==> config.mk <==
export PLATFORM = sky130hd
export DESIGN_NAME = i2cac_top
export DESIGN_NICKNAME = d
export VERILOG_FILES = /design/src/rtl/i2cac_pkg.sv /design/src/rtl/i2cac_top.sv
export SDC_FILE = /design/constraint.sdc
export NUM_CORES = 1
export LEC_CHECK = 0
export BUFFER_PORTS_ARGS = -buffer_cell sky130_fd_sc_hd__buf_2
export CAP_MARGIN = 15
export CELL_PAD_IN_SITES_DETAIL_PLACEMENT = 1
export CELL_PAD_IN_SITES_GLOBAL_PLACEMENT = 2
export CORE_ASPECT_RATIO = 2
export CORE_MARGIN = 5
export CORE_UTILIZATION = 40
export DETAILED_ROUTE_END_ITERATION = 10
export PLACE_DENSITY = 0.9
export SYNTH_ARGS = -nofsm -noshare
export SYNTH_HDL_FRONTEND = slang
export SYNTH_SLANG_ARGS = --single-unit
==> constraint.sdc <==
create_clock -name CLK_SYS -period 4 [get_ports CLK_SYS]
set_input_delay 0 -clock CLK_SYS [delete_from_list [all_inputs] [get_ports CLK_SYS]]
set_output_delay 0 -clock CLK_SYS [all_outputs]
set_load 0.05 [all_outputs]
==> src/rtl/i2cac_pkg.sv <==
/*
 * Constants for the I2C address, command port and high-count block:
 * register byte addresses, reset values, field positions and event bits.
 * Assumes a 32-bit APB with byte addresses and one register per word.
 */
`default_nettype none

package i2cac_pkg;

    // =========================================================
    // Register byte addresses
    localparam logic [31:0] ADDR_OWN = 32'h5000_1308;
    localparam logic [31:0] ADDR_DATA = 32'h5000_1310;
    localparam logic [31:0] ADDR_HCNT = 32'h5000_1314;
    localparam logic [31:0] ADDR_CTRL = 32'h5000_1380;
    localparam logic [31:0] ADDR_FLAGS = 32'h5000_1384;
    localparam logic [31:0] ADDR_MASK = 32'h5000_1388;

    // =========================================================
    // Reset values and limits
    localparam logic [9:0] OWN_RST = 10'h055;
    localparam logic [15:0] HCNT_RST = 16'h0048;
    localparam logic [15:0] HCNT_MIN = 16'h0006;
    localparam logic [15:0] IDLE_MARGIN = 16'h000a;
    localparam logic [4:0] CTRL_RST = 5'h00;
    localparam logic [11:0] MASK_RST = 12'h000;

    // =========================================================
    // Field positions
    localparam int CMD_READ_BIT = 8;
    localparam int CTRL_ON = 0;
    localparam int CTRL_MASTER = 1;
    localparam int CTRL_SLV10 = 2;
    localparam int CTRL_SPECIAL = 3;
    localparam int CTRL_GC_START = 4;

    // Event bits of raw_interrupt_flags
    localparam int NEV = 12;
    localparam int EV_RX_AVAIL = 2;
    localparam int EV_RD_REQ = 5;
    localparam int EV_ABORT = 6;
    localparam int EV_IDLE = 8;

    // 10-bit address preamble
    localparam logic [4:0] TEN_BIT_TAG = 5'h1e;

    // =========================================================
    // Slave address recogniser states
    typedef enum logic [3:0] {
        ST_IDLE = 4'b0001,
        ST_ADDR1 = 4'b0010,
        ST_ADDR2 = 4'b0100,
        ST_DATA = 4'b1000
    } i2cac_state_e;

endpackage

`default_nettype wire

==> src/rtl/i2cac_top.sv <==
/*
 * Register-facing part of an I2C controller: own slave address and its
 * recogniser, data command port with transmit and receive FIFOs, standard
 * speed SCL high-period timer, bus idle detection, abort events, interrupt.
 * Assumes an APB master, a byte engine beside it on the same clock, and
 * SCL and SDA pins from outside the clock domain.
 */
`default_nettype none

module i2cac_top
    import i2cac_pkg::*;
#(
    parameter int TX_DEPTH = 8,
    parameter int RX_DEPTH = 8
) (
    // Clock and reset
    input wire logic CLK_SYS,
    input wire logic SYS_RST,
    // APB slave
    input wire logic PSEL,
    input wire logic PENABLE,
    input wire logic PWRITE,
    input wire logic [31:0] PADDR,
    input wire logic [31:0] PWDATA,
    output logic [31:0] PRDATA,
    output logic PREADY,
    output logic PSLVERR,
    // I2C pins, observed only
    input wire logic SCL_IN,
    input wire logic SDA_IN,
    // Transmit entries towards the byte engine
    output logic TX_VALID,
    output logic [7:0] TX_BYTE,
    output logic TX_READ,
    input wire logic TX_TAKE,
    // Received bytes from the byte engine
    input wire logic RX_PUSH,
    input wire logic [7:0] RX_BYTE_IN,
    output logic RX_FULL,
    // SCL high phase timer
    input wire logic SCL_HIGH_GO,
    output logic SCL_HIGH_END,
    // Status
    output logic BUS_IDLE,
    output logic SLAVE_SELECTED,
    output logic SLAVE_READ_REQ,
    output logic IRQ
);

    localparam int TXW = $clog2(TX_DEPTH);
    localparam int RXW = $clog2(RX_DEPTH);

    // =========================================================
    // Registers
    logic [9:0] own_address_field;
    logic [15:0] std_speed_high_count;
    logic [4:0] ctrl;
    logic [NEV-1:0] raw_interrupt_flags;
    logic [NEV-1:0] mask;

    wire controller_on = ctrl[CTRL_ON];
    wire master_mode = ctrl[CTRL_MASTER];
    wire slave_ten_bit = ctrl[CTRL_SLV10];
    // General Call mode lasts as long as special stays set and GC start stays clear
    wire general_call = ctrl[CTRL_SPECIAL] & ~ctrl[CTRL_GC_START];

    // =========================================================
    // APB decode; one wait state so that read data leaves a flop
    wire access = PSEL & PENABLE;
    wire done = access & PREADY;
    wire wr_done = done & PWRITE;
    wire rd_done = done & ~PWRITE;
    wire hit_own = PADDR == ADDR_OWN;
    wire hit_data = PADDR == ADDR_DATA;
    wire hit_hcnt = PADDR == ADDR_HCNT;
    wire hit_ctrl = PADDR == ADDR_CTRL;
    wire hit_flags = PADDR == ADDR_FLAGS;
    wire hit_mask = PADDR == ADDR_MASK;
    wire mapped = hit_own | hit_data | hit_hcnt | hit_ctrl | hit_flags | hit_mask;

    // =========================================================
    // Pin synchronisers; stage one feeds only stage two
    logic scl_s1, scl_s2, scl_s3;
    logic sda_s1, sda_s2, sda_s3;

    always_ff @(posedge CLK_SYS) begin
        scl_s1 <= SCL_IN;
        scl_s2 <= scl_s1;
        scl_s3 <= scl_s2;
        sda_s1 <= SDA_IN;
        sda_s2 <= sda_s1;
        sda_s3 <= sda_s2;
    end

    wire scl_rise = scl_s2 & ~scl_s3;
    wire bus_start = scl_s2 & scl_s3 & sda_s3 & ~sda_s2;
    wire bus_stop = scl_s2 & scl_s3 & ~sda_s3 & sda_s2;

    // =========================================================
    // Address shifter: eight data bits then the acknowledge clock
    logic [7:0] shreg;
    logic [3:0] bitcnt;
    wire [7:0] next_byte = {shreg[6:0], sda_s2};
    wire byte_done = scl_rise & (bitcnt == 4'h7);

    always_ff @(posedge CLK_SYS) begin
        if (SYS_RST || bus_start || bus_stop) begin
            shreg <= 8'h00;
            bitcnt <= 4'h0;
        end else if (scl_rise) begin
            shreg <= next_byte;
            bitcnt <= (bitcnt == 4'h8) ? 4'h0 : bitcnt + 4'h1;
        end
    end

    // =========================================================
    // Slave address recogniser
    i2cac_state_e state, next_state;
    logic ten_bit_hit, next_ten_bit_hit;
    logic rd_req_set;

    wire match7 = next_byte[7:1] == own_address_field[6:0];
    wire match10_hi = (next_byte[7:3] == TEN_BIT_TAG) && (next_byte[2:1] == own_address_field[9:8]);
    wire match10_lo = next_byte == own_address_field[7:0];

    always_comb begin
        next_state = state;
        next_ten_bit_hit = ten_bit_hit;
        rd_req_set = 1'b0;
        if (!controller_on || bus_stop) begin
            next_state = ST_IDLE;
            next_ten_bit_hit = 1'b0;
        end else if (bus_start) begin
            next_state = ST_ADDR1;
        end else if (byte_done) begin
            case (state)
                ST_ADDR1: begin
                    if (slave_ten_bit) begin
                        if (match10_hi && !next_byte[0]) begin
                            next_state = ST_ADDR2;
                        end else if (match10_hi && ten_bit_hit) begin
                            next_state = ST_DATA;
                            rd_req_set = 1'b1;
                        end else begin
                            next_state = ST_IDLE;
                            next_ten_bit_hit = 1'b0;
                        end
                    end else if (match7) begin
                        next_state = ST_DATA;
                        rd_req_set = next_byte[0];
                    end else begin
                        next_state = ST_IDLE;
                    end
                end
                ST_ADDR2: begin
                    next_state = match10_lo ? ST_DATA : ST_IDLE;
                    next_ten_bit_hit = match10_lo;
                end
                ST_DATA: next_state = ST_DATA;
                ST_IDLE: next_state = ST_IDLE;
                default: next_state = ST_IDLE;
            endcase
        end
    end

    always_ff @(posedge CLK_SYS) begin
        if (SYS_RST) begin
            state <= ST_IDLE;
            ten_bit_hit <= 1'b0;
        end else begin
            state <= next_state;
            ten_bit_hit <= next_ten_bit_hit;
        end
    end

    // =========================================================
    // Data command port write checks
    wire port_write = wr_done & hit_data;
    wire cmd_read = PWDATA[CMD_READ_BIT];
    logic rd_req_pending;
    // A read request in the same cycle counts as pending already
    wire rd_req_now = rd_req_pending | rd_req_set;
    wire abort_gc = port_write & cmd_read & general_call;
    wire abort_rdreq = port_write & cmd_read & rd_req_now;
    wire discard = abort_gc | abort_rdreq;
    // Read commands carry no data byte
    wire [8:0] entry = cmd_read ? {1'b1, 8'h00} : {1'b0, PWDATA[7:0]};

    // Pending until serviced by a written data byte or ended by stop or by switching the controller off
    always_ff @(posedge CLK_SYS) begin
        if (SYS_RST) begin
            rd_req_pending <= 1'b0;
        end else if (rd_req_set) begin
            rd_req_pending <= 1'b1;
        end else if ((port_write && !cmd_read) || bus_stop || !controller_on) begin
            rd_req_pending <= 1'b0;
        end
    end

    // =========================================================
    // Transmit FIFO with a registered output stage
    logic [8:0] tx_mem [TX_DEPTH];
    logic [TXW-1:0] tx_wp, tx_rp;
    logic [TXW:0] tx_cnt;
    wire tx_push = port_write & ~discard & (tx_cnt != TX_DEPTH[TXW:0]);
    wire tx_load = (~TX_VALID | TX_TAKE) & (tx_cnt != '0);
    wire [TXW:0] tx_inc = {{TXW{1'b0}}, tx_push};
    wire [TXW:0] tx_dec = {{TXW{1'b0}}, tx_load};

    always_ff @(posedge CLK_SYS) begin
        if (tx_push) begin
            tx_mem[tx_wp] <= entry;
        end
    end

    always_ff @(posedge CLK_SYS) begin
        if (SYS_RST) begin
            tx_wp <= '0;
            tx_rp <= '0;
            tx_cnt <= '0;
        end else begin
            tx_wp <= tx_wp + TXW'(tx_push);
            tx_rp <= tx_rp + TXW'(tx_load);
            tx_cnt <= tx_cnt + tx_inc - tx_dec;
        end
    end

    always_ff @(posedge CLK_SYS) begin
        if (SYS_RST) begin
            TX_VALID <= 1'b0;
            TX_BYTE <= 8'h00;
            TX_READ <= 1'b0;
        end else if (tx_load) begin
            TX_VALID <= 1'b1;
            TX_BYTE <= tx_mem[tx_rp][7:0];
            // As slave the remote master decides direction
            TX_READ <= tx_mem[tx_rp][CMD_READ_BIT] & master_mode;
        end else if (TX_TAKE) begin
            TX_VALID <= 1'b0;
        end
    end

    // =========================================================
    // Receive FIFO; a full FIFO drops further bytes
    logic [7:0] rx_mem [RX_DEPTH];
    logic [RXW-1:0] rx_wp, rx_rp;
    logic [RXW:0] rx_cnt;
    wire rx_in = RX_PUSH & (rx_cnt != RX_DEPTH[RXW:0]);
    wire rx_pop = rd_done & hit_data & (rx_cnt != '0);
    wire [RXW:0] rx_inc = {{RXW{1'b0}}, rx_in};
    wire [RXW:0] rx_dec = {{RXW{1'b0}}, rx_pop};
    wire [RXW:0] next_rx_cnt = rx_cnt + rx_inc - rx_dec;

    always_ff @(posedge CLK_SYS) begin
        if (rx_in) begin
            rx_mem[rx_wp] <= RX_BYTE_IN;
        end
    end

    always_ff @(posedge CLK_SYS) begin
        if (SYS_RST) begin
            rx_wp <= '0;
            rx_rp <= '0;
            rx_cnt <= '0;
            RX_FULL <= 1'b0;
        end else begin
            rx_wp <= rx_wp + RXW'(rx_in);
            rx_rp <= rx_rp + RXW'(rx_pop);
            rx_cnt <= next_rx_cnt;
            RX_FULL <= next_rx_cnt == RX_DEPTH[RXW:0];
        end
    end

    // =========================================================
    // Configuration registers; own address and high count frozen while the controller runs
    wire [15:0] hcnt_clamped = (PWDATA[15:0] < HCNT_MIN) ? HCNT_MIN : PWDATA[15:0];

    always_ff @(posedge CLK_SYS) begin
        if (SYS_RST) begin
            own_address_field <= OWN_RST;
            std_speed_high_count <= HCNT_RST;
            ctrl <= CTRL_RST;
            mask <= MASK_RST;
        end else if (wr_done) begin
            if (hit_own && !controller_on) begin
                own_address_field <= PWDATA[9:0];
            end
            if (hit_hcnt && !controller_on) begin
                std_speed_high_count <= hcnt_clamped;
            end
            if (hit_ctrl) begin
                ctrl <= PWDATA[4:0];
            end
            if (hit_mask) begin
                mask <= PWDATA[NEV-1:0];
            end
        end
    end

    // =========================================================
    // Bus idle: both lines high for high count plus ten cycles
    // Counts above 65525 would wrap this 16-bit counter
    logic [15:0] idle_cnt;
    wire [15:0] idle_limit = std_speed_high_count + IDLE_MARGIN;

    always_ff @(posedge CLK_SYS) begin
        if (SYS_RST || !(scl_s2 && sda_s2)) begin
            idle_cnt <= 16'h0000;
            BUS_IDLE <= 1'b0;
        end else begin
            if (idle_cnt != idle_limit) begin
                idle_cnt <= idle_cnt + 16'h0001;
            end
            BUS_IDLE <= idle_cnt == idle_limit;
        end
    end

    logic idle_q;
    always_ff @(posedge CLK_SYS) begin
        idle_q <= SYS_RST ? 1'b0 : BUS_IDLE;
    end

    // =========================================================
    // SCL high phase timer at standard speed
    logic [15:0] high_cnt;
    logic high_run;

    always_ff @(posedge CLK_SYS) begin
        if (SYS_RST) begin
            high_cnt <= 16'h0000;
            high_run <= 1'b0;
            SCL_HIGH_END <= 1'b0;
        end else if (SCL_HIGH_GO) begin
            high_cnt <= std_speed_high_count - 16'h0001;
            high_run <= 1'b1;
            SCL_HIGH_END <= 1'b0;
        end else begin
            SCL_HIGH_END <= high_run && (high_cnt == 16'h0000);
            if (high_cnt == 16'h0000) begin
                high_run <= 1'b0;
            end else begin
                high_cnt <= high_cnt - 16'h0001;
            end
        end
    end

    // =========================================================
    // Events, read-to-clear flags and interrupt
    logic [NEV-1:0] events;
    always_comb begin
        events = '0;
        events[EV_RX_AVAIL] = rx_in;
        events[EV_RD_REQ] = rd_req_set;
        events[EV_ABORT] = discard;
        events[EV_IDLE] = BUS_IDLE & ~idle_q;
    end

    // New events win over the clear of the same read
    wire flags_clear = rd_done & hit_flags;
    wire [NEV-1:0] next_flags = (flags_clear ? '0 : raw_interrupt_flags) | events;

    always_ff @(posedge CLK_SYS) begin
        if (SYS_RST) begin
            raw_interrupt_flags <= '0;
            IRQ <= 1'b0;
        end else begin
            raw_interrupt_flags <= next_flags;
            IRQ <= |(next_flags & mask);
        end
    end

    // =========================================================
    // Status outputs
    always_ff @(posedge CLK_SYS) begin
        if (SYS_RST) begin
            SLAVE_SELECTED <= 1'b0;
            SLAVE_READ_REQ <= 1'b0;
        end else begin
            SLAVE_SELECTED <= next_state == ST_DATA;
            SLAVE_READ_REQ <= rd_req_set | (rd_req_pending & ~(port_write & ~cmd_read) & ~bus_stop);
        end
    end

    // =========================================================
    // Read mux and APB answer
    wire [31:0] rd_value =
        hit_own ? {22'h0, own_address_field} :
        hit_data ? {24'h0, (rx_cnt != '0) ? rx_mem[rx_rp] : 8'h00} :
        hit_hcnt ? {16'h0, std_speed_high_count} :
        hit_ctrl ? {27'h0, ctrl} :
        hit_flags ? {20'h0, raw_interrupt_flags} :
        hit_mask ? {20'h0, mask} : 32'h0;

    always_ff @(posedge CLK_SYS) begin
        if (SYS_RST) begin
            PREADY <= 1'b0;
            PRDATA <= 32'h0;
            PSLVERR <= 1'b0;
        end else begin
            PREADY <= access & ~PREADY;
            PSLVERR <= access & ~PREADY & ~mapped;
            if (access && !PREADY && !PWRITE) begin
                PRDATA <= rd_value;
            end
        end
    end

endmodule // i2cac_top

`default_nettype wire

==> metrics.yaml <==
clock_network:
  cts.htree.levels: 1
  cts_buffers: 26
  clock_path_buffers: 3
  clock_sinks: 302
  cts-root-buf: "clkbuf_16"
  clock_latency_ps: 570
  cts_tree: "built"
  clkTransAtPathRegs_ps: 70
die:
  ios: 132
  rows: 95
  placeableCoreArea_um2: 33800
  start_util_pct: 40.5
  fp.dieW_um: 141
  dieArea_um2: 38200
  die_h_um: 272
timing:
  relSlewSlack_pct: 31.1
  rsz0062_at_grt: "false"
  maxSlewViolCount: 0
  worst_pin_slew_ps: 1030
  timing.setup.tns_ps: 0
  finalSetupViolCount: 0
  period_share_pct: 93.0
  hold_viol: 0
  setup_ws_ps: 280
  finClkSkew_ps: 26.9
  fmax_mhz: 269
  period_minus_slack_ps: 3720
placed_design:
  gp_congestion: 0.845
  place_ws_ps: 230
  dp_hpwl_mm: 29.3
  place.port_buffers: 99
synth:
  synth_edf_count: 136
  postSynth.asyncResetShare_pct: 0
  synthTopCellsByArea: "edfxtp_1 (30%), dfxtp_1 (24%), mux4_2 (5.6%)"
  ys_seq_area_share_pct: 54.1
  synth_flop_cell: "dfxtp_1"
  yosysWarnings: 0
  postSynthCellCount: 1211
  synth_top_area_cell: "edfxtp_1"
  synth_area_um2: 13700
  synth_area_per_cell_um2: 11.3
  synth-seq-cells: 302
  netlist.area_leader.share_pct: 29.9
  synth_cell_types: 77
layout:
  antenna_cells: 0
  nFillCells: 3681
  drive_gt1_share_pct: 17.1
  utilization_pct: 46.9
  nets: 1454
  synthToLayoutAreaGrowth_pct: 15.7
  final_common_cell: "dfxtp_1"
  final_cell_mix: "dfxtp_1 (166), edfxtp_1 (136), nor2_1 (114), buf_2 (98), nand2_1 (97)"
global_route:
  use_met2_pct: 41.0
  grt_max_degree: 64
  top_usage_layer: "met2"
  antenna_found_initial: 0
  grt_use_met3_pct: 1.90
  grt_pass1_wl_mm: 60.8
  grt_remaining_overflow: 0
  grtUsageTotal_pct: 20.3
  met1_usage_pct: 19.6
  grt_pass1_vias: 11000
worst_setup_path:
  timing.rr.end: "tx_cnt[3]"
  worstPathMaxFanout: 8
  cp_data_required_time_ps: 4440
  r2r_cells: 14
  endpoint_kind: "flip-flop"
  crit_path_start_kind: "flip-flop"
  crit_type: "reg -> reg"
  arrival_ps: 4160
  rr_startpoint: "scl_s2"
  regToRegSetupSlack_ps: 280
drt:
  post-route-drc-count: 0
  drtIter0Drc: 457
  drtPass1Iterations: 4
  viasPerCell: 5.57
  routedWlPerCell_um: 21.8
  antenna_left: 0
  num_vias: 10000
  wirelength_mm: 39.2
hold_path:
  whs_endpoint: "raw_interrupt_flags[2]"
  whs_path_depth: 5
  hold_class: "in -> reg"
  hp-start: "RX_PUSH"
power_and_ir_drop:
  power_density_nw_per_um2: 450
  vdd_drop_max_mv: 0.392
  p_leak_uw: 0.00561
status:
  status: "complete, no violations"
flow_run:
  cap_violations: 0
-- cells by family (layout without fill, tap and decap cells) --
logic type | Yosys count | count (layout) | synth area share, %
and+or+nand+nor | 427 | 427 | 16.3
xor gates and xnor gates | 63 | 63 | 4.03
DFF | 302 | 302 | 54.1
AOI/OAI and AO/OA | 197 | 197 | 9.60
adders and majority gates | 27 | 27 | 2.58
muxes | 89 | 89 | 9.69
buffers and inverters | 105 | 244 | 3.61
other | 1 | 16 | 0.0274
-- timing repair --
action | CTS | global route
hold buffers | 36 | 0
hold endpoints to repair | 156 | 0
endpoints found under the setup margin | 0 | 2
setup buffers | 0 | 0
gates resized for setup | 0 | 1
-- flip-flops by register name, indices dropped and copies added, names as in the netlist, 5 cells and up --
name / cells
tx_mem: 72
idle_cnt: 16
own_address_field: 10
high_cnt: 16
PRDATA: 16
TX_BYTE: 8
std_speed_high_count: 16
ctrl: 5
mask: 12
rx_mem: 64
raw_interrupt_flags: 12
shreg: 7
-- synthesized netlist by cell type (10+ instances only) --
library cell    n
ha_1           25
nor3_1         28
or4_1          10
a211oi_1       18
xnor2_1        31
buf_4          18
nor4_1         17
nand3_1        31
inv_1          25
and2_1         11
buf_2          13
nand2_1        97
nand4_1        13
or3_1          11
nand2b_1       17
edfxtp_1      136
xor2_1         32
a21oi_1        65
mux4_2         34
a31oi_1        10
clkbuf_1       39
o21ai_0        32
nor2b_1        29
mux2i_1        47
dfxtp_1       166
nor2_1        114
-- layout make-up --
class                      instances  area, um2  share of cell area, %
clock buffer                      30        666                   4.20
timing repair buffer             170       1120                   7.08
clock inverter                    18        139                  0.877
tap                              436        546                   3.45
multi-input combinational        819       5860                   37.0
sequential                       302       7410                   46.8
inverter                          26       97.6                  0.616
-- routing by layer --
metal / vias to the layer above / routed length, um
met5: - / 0
met4: 0 / 2110
met3: 86 / 1070
met2: 197 / 22700
met1: 5063 / 13300
li1: 4687 / -
-- power by group --
part / leakage [uW] / switching [uW] / total, uW / internal, uW
logic: 0.00272 / 706 / 1190 / 481
registers: 0.00251 / 150 / 3520 / 3370
clock network: 0.000379 / 1150 / 2420 / 1270
total: 0.00561 / 2010 / 7130 / 5120
-- worst max-delay path, cell delays in order, from the launching register on --
cell       delay [ps]
dfxtp_1           450
nor2b_1           220
nand4b_1          230
or2_2             390
a2111oi_2         660
buf_4             260
o21ai_0           140
nand2_1           150
ha_1              210
inv_1              70
ha_1              280
a21o_1            180
a21oi_1           190
xnor2_1           140
nor2_1             50
-- metrics by stage --
| step | instances | area (um2) | hold WS [ps] | power [uW] |
|---|---|---|---|---|
| 2_1_floorplan | 1226 | 13700 | 27.7 | 4420 |
| 3_3_place_gp | 1717 | 14700 | 103 | 4710 |
| 3_5_place_dp | 1717 | 14700 | 105 | 4770 |
| 4_1_cts | 1801 | 15800 | 7.68 | 7210 |
| 5_1_grt | 1801 | 15800 | 87.8 | 7450 |
| 6_report | 1801 | 15800 | 28.2 | 7130 |
-- worst max path at each step --
stage | start | endpoint | slack [ps] | depth (start not counted)
detailed placement | shreg[2] | tx_cnt[3] | 230 | 14
global placement | shreg[2] | tx_cnt[3] | 430 | 14
finish | scl_s2 | tx_cnt[3] | 280 | 14
CTS | shreg[2] | tx_cnt[3] | 230 | 14
global route | scl_s2 | tx_cnt[3] | 80 | 14
floorplan | scl_s2 | tx_cnt[2] | 990 | 13
Note: power is estimated with default switching activity, not from simulation.
